File: src/verilog/ums_pkg.sv
// Package with constants and types for the modem status and feature control block.
`default_nettype none
package ums_pkg;

    // ==========================================================================
    // Register offsets on the plain register port.
    localparam logic [2:0] UMS_ADDR_MCTL  = 3'h0;
    localparam logic [2:0] UMS_ADDR_MSTAT = 3'h1;
    localparam logic [2:0] UMS_ADDR_SCR   = 3'h2;
    localparam logic [2:0] UMS_ADDR_FEAT  = 3'h3;
    localparam logic [2:0] UMS_ADDR_ENHF  = 3'h4;
    localparam logic [2:0] UMS_ADDR_RXTRG = 3'h5;

    // ==========================================================================
    // Field positions.
    localparam int UMS_MCTL_DTR     = 0;
    localparam int UMS_MCTL_RTS     = 1;
    localparam int UMS_MCTL_SEL     = 2;
    localparam int UMS_MCTL_OUT2    = 3;
    localparam int UMS_MCTL_LOOP    = 4;
    localparam int UMS_MCTL_ENH_LO  = 5;
    localparam int UMS_ENHF_ENH     = 4;
    localparam int UMS_ENHF_ARTS    = 6;
    localparam int UMS_ENHF_ACTS    = 7;
    localparam int UMS_FEAT_HYS_LO  = 0;
    localparam int UMS_FEAT_IRINV   = 4;
    localparam int UMS_FEAT_RS485   = 5;
    localparam int UMS_FEAT_TBL_LO  = 6;
    localparam int UMS_DLY_LO       = 4;

    // ==========================================================================
    // Values after reset.
    localparam logic [7:0] UMS_MCTL_RST  = 8'h00;
    localparam logic [7:0] UMS_ENHF_RST  = 8'h00;
    localparam logic [7:0] UMS_FEAT_RST  = 8'h00;
    localparam logic [7:0] UMS_SCR_RST   = 8'hff;
    localparam logic [7:0] UMS_RXTRG_RST = 8'h00;
    localparam logic [3:0] UMS_DLY_RST   = 4'h0;

    // ==========================================================================
    // Trigger tables, FIFO depth and hysteresis decode.
    localparam logic [1:0] UMS_TBL_A = 2'h0;
    localparam logic [1:0] UMS_TBL_B = 2'h1;
    localparam logic [1:0] UMS_TBL_C = 2'h2;
    localparam logic [1:0] UMS_TBL_D = 2'h3;
    localparam logic [8:0] UMS_FIFO_DEPTH = 9'h040;
    // Receive trigger levels per table, index 3 is the highest level.
    localparam logic [3:0][3:0][7:0] UMS_TRIG_LVL = '{
        '{8'h00, 8'h00, 8'h00, 8'h00},
        '{8'h3c, 8'h38, 8'h10, 8'h08},
        '{8'h1c, 8'h18, 8'h10, 8'h08},
        '{8'h0e, 8'h08, 8'h04, 8'h01}
    };
    // Hysteresis in characters, indexed by the four-bit code.
    localparam logic [15:0][7:0] UMS_HYST_LUT = '{
        8'h24, 8'h1c, 8'h14, 8'h0c, 8'h34, 8'h30, 8'h2c, 8'h28,
        8'h20, 8'h18, 8'h10, 8'h08, 8'h08, 8'h06, 8'h04, 8'h00
    };

    // ==========================================================================
    // Types.
    typedef enum logic [1:0] {
        UMS_RS_IDLE,
        UMS_RS_SEND,
        UMS_RS_TURN
    } ums_rs_e;

    typedef struct packed {
        logic [2:0] addr;
        logic [7:0] wdata;
        logic       wr;
        logic       rd;
    } ums_bus_s;

    typedef struct packed {
        logic cd_n;
        logic ri_n;
        logic dsr_n;
        logic cts_n;
    } ums_modem_in_s;

    typedef struct packed {
        logic hold_empty;
        logic shift_empty;
        logic tx_load;
        logic bit_tick;
    } ums_tx_stat_s;

    typedef struct packed {
        logic [7:0] mctl;
        logic [7:0] enhf;
        logic [7:0] feat;
        logic [7:0] scr;
        logic [7:0] rx_trig;
        logic [3:0] delay;
        logic       flow_block;
        ums_rs_e    rs_state;
        logic [3:0] turn_cnt;
        logic [7:0] rdata;
        logic       tx_int;
        logic       tx_halt;
        logic       rts_n;
        logic       dtr_n;
        logic       ir_rx;
    } ums_state_s;

    localparam ums_state_s UMS_STATE_RST = '{
        mctl:       UMS_MCTL_RST,
        enhf:       UMS_ENHF_RST,
        feat:       UMS_FEAT_RST,
        scr:        UMS_SCR_RST,
        rx_trig:    UMS_RXTRG_RST,
        delay:      UMS_DLY_RST,
        flow_block: 1'b0,
        rs_state:   UMS_RS_IDLE,
        turn_cnt:   4'h0,
        rdata:      8'h00,
        tx_int:     1'b1,
        tx_halt:    1'b0,
        rts_n:      1'b1,
        dtr_n:      1'b1,
        ir_rx:      1'b0
    };

endpackage : ums_pkg
`default_nettype wire

File: src/verilog/ums_flow_thresh.sv
// Flow control threshold calculator for the automatic RTS/DTR logic.
`timescale 1ns/10ps
`default_nettype none
module ums_flow_thresh (
    input  wire logic [1:0] table_sel,
    input  wire logic [7:0] rx_trig,
    input  wire logic [3:0] hyst_code,
    output logic      [8:0] stop_lvl,
    output logic      [8:0] go_lvl
);

    logic [1:0] idx;
    logic [8:0] hyst;
    logic [8:0] trig;

    // ==========================================================================
    // Thresholds.
    always_comb begin
        idx  = rx_trig[1:0];
        hyst = {1'b0, ums_pkg::UMS_HYST_LUT[hyst_code]};
        trig = {1'b0, rx_trig};
        if (table_sel == ums_pkg::UMS_TBL_D) begin // RULE10
            stop_lvl = trig + hyst; // RULE11 RULE12
            go_lvl   = (trig > hyst) ? (trig - hyst) : 9'h000; // RULE12
        end else begin
            // Next level above (FIFO depth at the top) and below (level 0 itself at the bottom) the chosen one.
            if (idx == 2'h3) begin // RULE19
                stop_lvl = ums_pkg::UMS_FIFO_DEPTH;
            end else begin
                stop_lvl = {1'b0, ums_pkg::UMS_TRIG_LVL[table_sel][idx + 2'h1]};
            end
            if (idx == 2'h0) begin
                go_lvl = {1'b0, ums_pkg::UMS_TRIG_LVL[table_sel][2'h0]};
            end else begin
                go_lvl = {1'b0, ums_pkg::UMS_TRIG_LVL[table_sel][idx - 2'h1]};
            end
        end
    end

endmodule : ums_flow_thresh
`default_nettype wire

File: src/verilog/ums_modem_feature.sv
// One channel of modem status, flow control, RS-485 direction and feature registers.
//
// Overview of operation
// RULE1 - Auto-CTS gating needs enable bit and RTS/CTS pair.
// RULE2 - CTS high halts after current character; low resumes.
// RULE3 - Status bit 4 is inverted CTS, loopback RTS.
// RULE4 - Status bit 5 is inverted DSR, loopback DTR.
// RULE5 - Status bit 6 is inverted RI, loopback control bit 2.
// RULE6 - Status bit 7 is inverted CD, loopback control bit 3.
// RULE7 - Status write upper nibble sets turnaround delay.
// RULE8 - Delay writes need enhanced-function enable set.
// RULE9 - Scratch register keeps data, resets to all ones.
// RULE10 - Hysteresis code used only with table D.
// RULE11 - Hysteresis code decodes to fixed character counts.
// RULE12 - Deassert at trigger plus hysteresis, reassert below minus.
// RULE13 - Reset clears hysteresis code to zero.
// RULE14 - IrDA receive polarity bit inverts encoded input.
// RULE15 - Without RS-485, interrupt on holding register empty.
// RULE16 - RS-485 RTS high on load, low after stop.
// RULE17 - With RS-485, interrupt on shift register empty.
// RULE18 - Two-bit field selects trigger table A to D.
// RULE19 - Tables A to C use next levels around trigger.
// RULE20 - Select bit chooses RTS/CTS or DTR/DSR pins.
// RULE21 - Enhanced bits frozen while enhanced enable is clear.
// RULE22 - Table field codes 00 to 11 mean A to D.
// RULE23 - Turnaround delay counts bit times after final stop.
//
// Implementation choices: the address-and-strobe port and the address map.
`timescale 1ns/10ps
`default_nettype none
module ums_modem_feature (
    input  wire logic                    clk,
    input  wire logic                    rst_n,
    input  wire ums_pkg::ums_bus_s       bus,
    output logic                   [7:0] rdata,
    input  wire ums_pkg::ums_modem_in_s  modem_in,
    input  wire ums_pkg::ums_tx_stat_s   tx_stat,
    input  wire logic              [6:0] rx_level,
    input  wire logic                    ir_rx_in,
    output logic                         ir_rx_data,
    output logic                         tx_halt,
    output logic                         tx_int,
    output logic                         rts_n,
    output logic                         dtr_n
);

    ums_pkg::ums_state_s st_r;
    ums_pkg::ums_state_s st_nxt;

    logic [7:0] mstat_rd;
    logic [8:0] stop_lvl;
    logic [8:0] go_lvl;
    logic [8:0] level;
    logic       loop_en;
    logic       enh_en;
    logic       auto_rts;
    logic       auto_cts;
    logic       pair_sel;
    logic       rs485_en;

    // ==========================================================================
    // Flow control thresholds.
    ums_flow_thresh u_thresh (
        .table_sel (st_r.feat[ums_pkg::UMS_FEAT_TBL_LO +: 2]),
        .rx_trig   (st_r.rx_trig),
        .hyst_code (st_r.feat[ums_pkg::UMS_FEAT_HYS_LO +: 4]),
        .stop_lvl  (stop_lvl),
        .go_lvl    (go_lvl)
    );

    // ==========================================================================
    // Decoded control bits.
    always_comb begin
        loop_en  = st_r.mctl[ums_pkg::UMS_MCTL_LOOP];
        enh_en   = st_r.enhf[ums_pkg::UMS_ENHF_ENH];
        auto_rts = st_r.enhf[ums_pkg::UMS_ENHF_ARTS];
        auto_cts = st_r.enhf[ums_pkg::UMS_ENHF_ACTS];
        pair_sel = st_r.mctl[ums_pkg::UMS_MCTL_SEL];
        rs485_en = st_r.feat[ums_pkg::UMS_FEAT_RS485];
        level    = {2'b00, rx_level};
    end

    // ==========================================================================
    // Modem input status.
    always_comb begin
        mstat_rd    = 8'h00;
        if (loop_en) begin
            mstat_rd[4] = st_r.mctl[ums_pkg::UMS_MCTL_RTS]; // RULE3
            mstat_rd[5] = st_r.mctl[ums_pkg::UMS_MCTL_DTR]; // RULE4
            mstat_rd[6] = st_r.mctl[ums_pkg::UMS_MCTL_SEL]; // RULE5
            mstat_rd[7] = st_r.mctl[ums_pkg::UMS_MCTL_OUT2]; // RULE6
        end else begin
            mstat_rd[4] = ~modem_in.cts_n; // RULE3
            mstat_rd[5] = ~modem_in.dsr_n; // RULE4
            mstat_rd[6] = ~modem_in.ri_n; // RULE5
            mstat_rd[7] = ~modem_in.cd_n; // RULE6
        end
    end

    // ==========================================================================
    // Next state.
    always_comb begin
        st_nxt       = st_r;
        st_nxt.rdata = 8'h00;

        // Register writes.
        if (bus.wr) begin
            unique case (bus.addr)
                ums_pkg::UMS_ADDR_MCTL: begin
                    if (enh_en) begin
                        st_nxt.mctl = bus.wdata;
                    end else begin
                        // Upper bits hold their value while latched.
                        st_nxt.mctl = {st_r.mctl[7:ums_pkg::UMS_MCTL_ENH_LO],
                                       bus.wdata[ums_pkg::UMS_MCTL_ENH_LO-1:0]}; // RULE21
                    end
                end
                ums_pkg::UMS_ADDR_MSTAT: begin
                    if (enh_en) begin // RULE8 RULE21
                        st_nxt.delay = bus.wdata[ums_pkg::UMS_DLY_LO +: 4]; // RULE7
                    end
                end
                ums_pkg::UMS_ADDR_SCR: begin
                    st_nxt.scr = bus.wdata; // RULE9
                end
                ums_pkg::UMS_ADDR_FEAT: begin
                    st_nxt.feat = bus.wdata; // RULE18 RULE22
                end
                ums_pkg::UMS_ADDR_ENHF: begin
                    st_nxt.enhf = bus.wdata;
                end
                ums_pkg::UMS_ADDR_RXTRG: begin
                    st_nxt.rx_trig = bus.wdata;
                end
                default: begin
                    st_nxt.rx_trig = st_r.rx_trig;
                end
            endcase
        end

        // Register reads, answered in the following cycle.
        if (bus.rd) begin
            unique case (bus.addr)
                ums_pkg::UMS_ADDR_MCTL: begin
                    st_nxt.rdata = st_r.mctl;
                end
                ums_pkg::UMS_ADDR_MSTAT: begin
                    st_nxt.rdata = mstat_rd;
                end
                ums_pkg::UMS_ADDR_SCR: begin
                    st_nxt.rdata = st_r.scr; // RULE9
                end
                ums_pkg::UMS_ADDR_FEAT: begin
                    st_nxt.rdata = st_r.feat;
                end
                ums_pkg::UMS_ADDR_ENHF: begin
                    st_nxt.rdata = st_r.enhf;
                end
                ums_pkg::UMS_ADDR_RXTRG: begin
                    st_nxt.rdata = st_r.rx_trig;
                end
                default: begin
                    st_nxt.rdata = 8'h00;
                end
            endcase
        end

        // Automatic RTS/DTR flow control with hysteresis.
        if (!auto_rts) begin
            st_nxt.flow_block = 1'b0;
        end else if (level >= stop_lvl) begin // RULE12 RULE19
            st_nxt.flow_block = 1'b1;
        end else if (level < go_lvl) begin // RULE12 RULE19
            st_nxt.flow_block = 1'b0;
        end

        // Automatic CTS/DSR transmit gating; the transmitter samples this
        // only between characters, so a character in flight completes.
        if (pair_sel) begin
            st_nxt.tx_halt = auto_cts & modem_in.dsr_n; // RULE20
        end else begin
            st_nxt.tx_halt = auto_cts & modem_in.cts_n; // RULE1 RULE2
        end

        // RS-485 direction sequencing.
        if (!rs485_en) begin
            st_nxt.rs_state = ums_pkg::UMS_RS_IDLE;
            st_nxt.turn_cnt = 4'h0;
        end else begin
            unique case (st_r.rs_state)
                ums_pkg::UMS_RS_IDLE: begin
                    if (tx_stat.tx_load) begin // RULE16
                        st_nxt.rs_state = ums_pkg::UMS_RS_SEND;
                    end
                end
                ums_pkg::UMS_RS_SEND: begin
                    if (tx_stat.hold_empty && tx_stat.shift_empty && !tx_stat.tx_load) begin
                        if (st_r.delay == 4'h0) begin // RULE16
                            st_nxt.rs_state = ums_pkg::UMS_RS_IDLE;
                        end else begin
                            st_nxt.rs_state = ums_pkg::UMS_RS_TURN;
                            st_nxt.turn_cnt = st_r.delay; // RULE7
                        end
                    end
                end
                ums_pkg::UMS_RS_TURN: begin
                    if (tx_stat.tx_load) begin
                        st_nxt.rs_state = ums_pkg::UMS_RS_SEND;
                    end else if (tx_stat.bit_tick) begin // RULE23
                        if (st_r.turn_cnt == 4'h1) begin
                            st_nxt.rs_state = ums_pkg::UMS_RS_IDLE;
                        end
                        st_nxt.turn_cnt = st_r.turn_cnt - 4'h1;
                    end
                end
            endcase
        end

        // Transmit interrupt source.
        if (rs485_en) begin
            st_nxt.tx_int = tx_stat.shift_empty; // RULE17
        end else begin
            st_nxt.tx_int = tx_stat.hold_empty; // RULE15
        end

        // Modem control outputs.
        st_nxt.rts_n = ~st_r.mctl[ums_pkg::UMS_MCTL_RTS];
        st_nxt.dtr_n = ~st_r.mctl[ums_pkg::UMS_MCTL_DTR];
        if (auto_rts && !pair_sel) begin
            st_nxt.rts_n = st_nxt.rts_n | st_nxt.flow_block; // RULE20
        end
        if (auto_rts && pair_sel) begin
            st_nxt.dtr_n = st_nxt.dtr_n | st_nxt.flow_block; // RULE20
        end
        if (rs485_en) begin
            st_nxt.rts_n = (st_nxt.rs_state != ums_pkg::UMS_RS_IDLE); // RULE16
        end
        if (loop_en) begin
            // Outputs go inactive while looped back internally.
            st_nxt.rts_n = 1'b1;
            st_nxt.dtr_n = 1'b1;
        end

        // IrDA receive polarity.
        st_nxt.ir_rx = ir_rx_in ^ st_r.feat[ums_pkg::UMS_FEAT_IRINV]; // RULE14
    end

    // ==========================================================================
    // State register.
    always_ff @(posedge clk or negedge rst_n) begin
        if (!rst_n) begin
            st_r <= ums_pkg::UMS_STATE_RST; // RULE9 RULE13
        end else begin
            st_r <= st_nxt;
        end
    end

    // ==========================================================================
    // Outputs.
    assign rdata      = st_r.rdata;
    assign ir_rx_data = st_r.ir_rx;
    assign tx_halt    = st_r.tx_halt;
    assign tx_int     = st_r.tx_int;
    assign rts_n      = st_r.rts_n;
    assign dtr_n      = st_r.dtr_n;

endmodule : ums_modem_feature
`default_nettype wire

File: config.mk
export PLATFORM = sky130hd
export DESIGN_NAME = ums_modem_feature
export DESIGN_NICKNAME = d
export VERILOG_FILES = /design/src/verilog/ums_pkg.sv /design/src/verilog/ums_flow_thresh.sv /design/src/verilog/ums_modem_feature.sv
export SDC_FILE = /design/constraint.sdc
export NUM_CORES = 1
export LEC_CHECK = 0
export BUFFER_PORTS_ARGS = -buffer_cell sky130_fd_sc_hd__buf_2
export CORE_MARGIN = 2
export CORE_UTILIZATION = 50
export DETAILED_ROUTE_END_ITERATION = 10
export GPL_TIMING_DRIVEN = 1
export PLACE_DENSITY = 0.77
export SYNTH_ARGS = -nofsm -noshare
export SYNTH_HDL_FRONTEND = slang
export SYNTH_SLANG_ARGS = --single-unit
export TNS_END_PERCENT = 100
File: constraint.sdc
create_clock -name clk -period 5.54 [get_ports clk]
set_input_delay 1.108 -clock clk [delete_from_list [all_inputs] [get_ports clk]]
set_output_delay 1.108 -clock clk [all_outputs]
set_load 0.02 [all_outputs]
==> metrics list <==
- The flow ran to the end, and the final reports show no timing, DRC or antenna violations.
- The clock tree synthesis step divided the H-tree into 3 levels.
- In the synthesized netlist, the number of instances is roughly 440.
* Worst clock skew: 9.248 ps
- Relative to the synthesized area, the layout overhead comes to 9.681%.
* Share of synthesized cell area in and, or, nand and nor gates: 0.1316
- Of the cells placed in the final design, the portion with a size suffix greater than 1 is 0.2681.
- In this run the deepest clock path goes through 2 buffers.
* I/O pin cnt: 44
* Post-synthesis compound-gate area fraction: 0.1669
- Overall die area: 9473 sq um
- For flop-to-flop paths, the worst setup slack is around 1700 ps.
- Of the total power, the share spent switching nets is 0.3811.
- Entering global routing, the biggest net connects between 60 and 70 pins.
- The startpoint identified for the worst hold timing path is st_r[50]$_DFFE_PN0P_.
- At the end of routability-driven placement, the weighted congestion stood at between 0.8 and 0.9.
- Of the total power, the clock network draws 0.235.
* Global router's overall resource usage: 0.2278
- Number of nets in the layout: between 500 and 600
- On the worst path, the slowest cell contributes a delay of 450 ps.
* Chain of cells forming the critical path: inv_1 > ha_1 > o31ai_1 > ha_1 > a211oi_1 > nor2_1 > or2_2 > a21oi_1 > xnor2_1 > mux2i_1 > ha_1 > nand3_1 > o21ai_0 > a32oi_2 > o31ai_2
* Worst Path Required: between 5000 and 6000 ps
* Ratio of final minimum period to clock period: 0.6967
- Cell family with most CP delay: compound AO/OA/AOI/OAI gates
- For the pin with the worst max-slew slack, the measured transition is 838.2 ps.
- The routed layout has between 3000 and 4000 vias.
- Max-cap violations in this run came to 0.
- Postcts setup bufs: 0
- The endpoint identified for the worst register-to-register timing path is rts_n$_DFF_PN1_.
- Setup-violating endpoint count in the final report: 0
- Worst voltage drop across the vdd grid: ~0.00018 V
* Clk sinks: 64
- STA classifies the critical path endpoint as a flip-flop.
- In this run the vertical extent of the chip is 97.33 um.
- The final count of pins violating max slew was 0.
* Avg Vias per Cell: about 6.0
- Synth Flop Type: dfrtp_1
* Worst hold stages: 1
- Leaving out fill and tap cells, the most frequent cell in the layout is dfrtp_1.
* Overall power consumption: ~0.0019 W
* Wire per inst: around 18 um
* EDFF count, synth: 0
- In the synthesized netlist the async set-or-reset flop fraction comes to 1.000.
* Drt initial violations: 281
- After floorplanning, the core was sized to cover 8593 sq um.
- In the final timing run, aggregate negative setup slack is 0 ps.
* Number of buffers and inverters on the critical path: 1
* Clock-pin transition on the worst setup and hold timing paths: 70 ps
- Most used cells in the layout excluding fill and tap cells: dfrtp_1, mux2_2, buf_2, ha_1, inv_1
- The share of synthesized area in the top cell type comes to 0.3045.
* Crit path kind: flip-flop to flip-flop
- Final Non-Filler Cells: slightly below 600
* Residual antenna-violating net count after detailed routing: 0
* Utilization after layout: 0.5559
* Arr. time, crit path: 4120 ps
- For hold timing, the worst endpoint is st_r[50]$_DFFE_PN0P_.
* Multiplexer share of the synthesized area: 0.1393
* Relative slew slack: 0.4400
- In this run the critical register-to-register path is launched from st_r[40]$_DFFE_PN0P_.
- Distinct cell type count of the synthesized netlist: 60
- Timing would allow up to roughly 260 MHz.
* Share of total power in combinational logic: 0.404
- The number of cells on the worst reg-to-reg path is 15.
* Antenna Cells: 0
- Of the total synthesized cell area, the portion taken by XOR and XNOR cells is 0.01609.
- Largest area contributor in the netlist: dfrtp_1
- For the worst-skew pair, the clock arrives at the later sink with an insertion delay of approximately 350 ps.
- Synth warnings: 0
- Drt first pass iters: 5
- In the routed design, unresolved DRC markers number 0.
- Initial core utilization: 0.5068
- RSZ-0062 raised after global routing: no
* Wire length of the first global-routing pass: between 15000 and 20000 um
* Total area of sequential cells: 1615 sq um
- Hold repair after CTS inserted 0 buffers.
* Fillcell total: 762
* Leakage power: about 2.2 nW
- Of all nets on the critical path, the largest fanout is 6.
- When the netlist entered floorplanning its net count stood at slightly above 500.
- TritonCTS built the clock tree.
- The number of antenna violations at the first check in global routing is 0.
* Sequential-to-total area share from yosys stat: 0.3709
- Total of buffers placed on input and output ports: between 40 and 50
- After synthesis the cells add up to roughly 4400 sq um.
* Switching power: 0.0007286 W
- Multi-input logic area: ~2500 sq um
- Of the total synthesized cell area, the portion taken by full adders, half adders and majority gates is 0.1126.
- Cell types with the largest area share after synthesis: dfrtp_1, mux2_2, ha_1
- Clock buffers created by TritonCTS: 9
- Internal power comes to 0.001183 W.
- In this run, synthesis produced a sequential element count of 64.
- Clk root buf: clkbuf_8
* Share of power burned in registers: 0.361
- Row generation in the floorplan step produced 34 rows.
* Horizontal die dimension: 97.33 um
- The number of global-route vias before repair was between 3000 and 4000.
- For the finished layout, the period the worst path requires is between 3000 and 4000 ps.
* Number of gates resized after cts: 0
* Cell area power density: approximately 400 nW/um^2
* Average footprint of a synthesized cell: roughly 10 sq um
* Placed wire-length estimate: between 7000 and 8000 um
- After detailed placement, the design holds a cell count of 562.
- Wirelength, routed: between 10000 and 15000 um
- Hold Vio Cnt, Final: 0
- By area, the combinational part of the netlist is dominated by compound AO/OA/AOI/OAI gates.
- In this run the worst hold path is classified as flip-flop to flip-flop.
- Most common cell type on the critical path: ha_1
- The total overflow left after global routing is 0.
* Nature of the critical path startpoint: flip-flop
- Cell at the slowest stage of the critical path: o31ai_1
-- Yosys cell counts (all sizes together), types with 4 or more instances --
cell type,instances
dfrtp,53
mux2,45
ha,36
inv,31
a21oi,30
nor2,28
nand2,25
o21ai,20
buf,17
clkbuf,14
nor2b,12
dfstp,11
mux2i,10
a211oi,9
a221o,8
nor3,8
o21a,8
a31oi,6
xnor2,6
nor4,5
a22oi,4
nand3,4
nor3b,4
or3,4
-- cell families after synthesis --
logic type,after synthesis
AND/OR/NAND/NOR,108
adder cells (fa/ha/maj),38
flip-flops,64
multiplexers,55
AO/OA/AOI/OAI,106
buffers and inverters,62
XOR/XNOR,8
-- registers in the layout, indices dropped and copies added (netlist names) --
name,count
rdata,8
tx_int,1
tx_halt,1
auto_rts,1
enh_en,1
rs485_en,1
rts_n,1
pair_sel,1
auto_cts,1
ir_rx_data,1
dtr_n,1
st_r,45
loop_en,1
-- worst max-delay path by stage --
| stage | start | to | slack, ps | cells past startpoint |
|---|---|---|---|---|
| finish | st_r[40]$_DFFE_PN0P_ | rts_n$_DFF_PN1_ | 1680 | 15 |
| global route | st_r[40]$_DFFE_PN0P_ | rts_n$_DFF_PN1_ | 1340 | 16 |
| CTS | st_r[40]$_DFFE_PN0P_ | rts_n$_DFF_PN1_ | 1700 | 15 |
| detailed placement | st_r[40]$_DFFE_PN0P_ | rts_n$_DFF_PN1_ | 1720 | 16 |
| global placement | st_r[40]$_DFFE_PN0P_ | rts_n$_DFF_PN1_ | 1940 | 16 |
| floorplan | st_r[40]$_DFFE_PN0P_ | rts_n$_DFF_PN1_ | 2180 | 15 |
-- layer usage --
metal,global-route usage,up-vias,part of all wire
li1,-,1614,-
met1,0.3061,1667,0.44
met2,0.3782,147,0.48
met5,0,-,0
met3,0.03885,17,0.060
met4,0.07158,0,0.015
-- cell type report --
type                            count  area share
Multi-Input combinational cell    315      0.5165
Sequential cell                    64      0.3381
Timing Repair Buffer               44     0.04662
Tap cell                          108     0.02829
Clock buffer                        9     0.02593
Inverter                           31     0.02436
Clock inverter                      7     0.02017
-- power by group through the flow --
| stage | Sequential (W) | Clock [W] | Combinational, W |
|---|---|---|---|
| floorplan | 0.000650 | 0 | 0.000612 |
| global placement | 0.000687 | 0 | 0.000727 |
| global route | 0.000704 | 0.000475 | 0.000866 |
| detailed placement | 0.000695 | 0 | 0.000764 |
| finish | 0.000691 | 0.000449 | 0.000772 |
| CTS | 0.000687 | 0.000455 | 0.000769 |
-- per-stage QoR --
step,worst slack (ps),hold WS (ps),instance area (sq um)
after global routing,1338,526.6,4777
after detailed placement,1718,495.9,4557
after CTS,1700,511.7,4777
final,1680,513.1,4777
after global placement,1937,486.8,4557
after floorplan,2178,457.8,4355
Note: power is estimated with default switching activity, not from simulation.
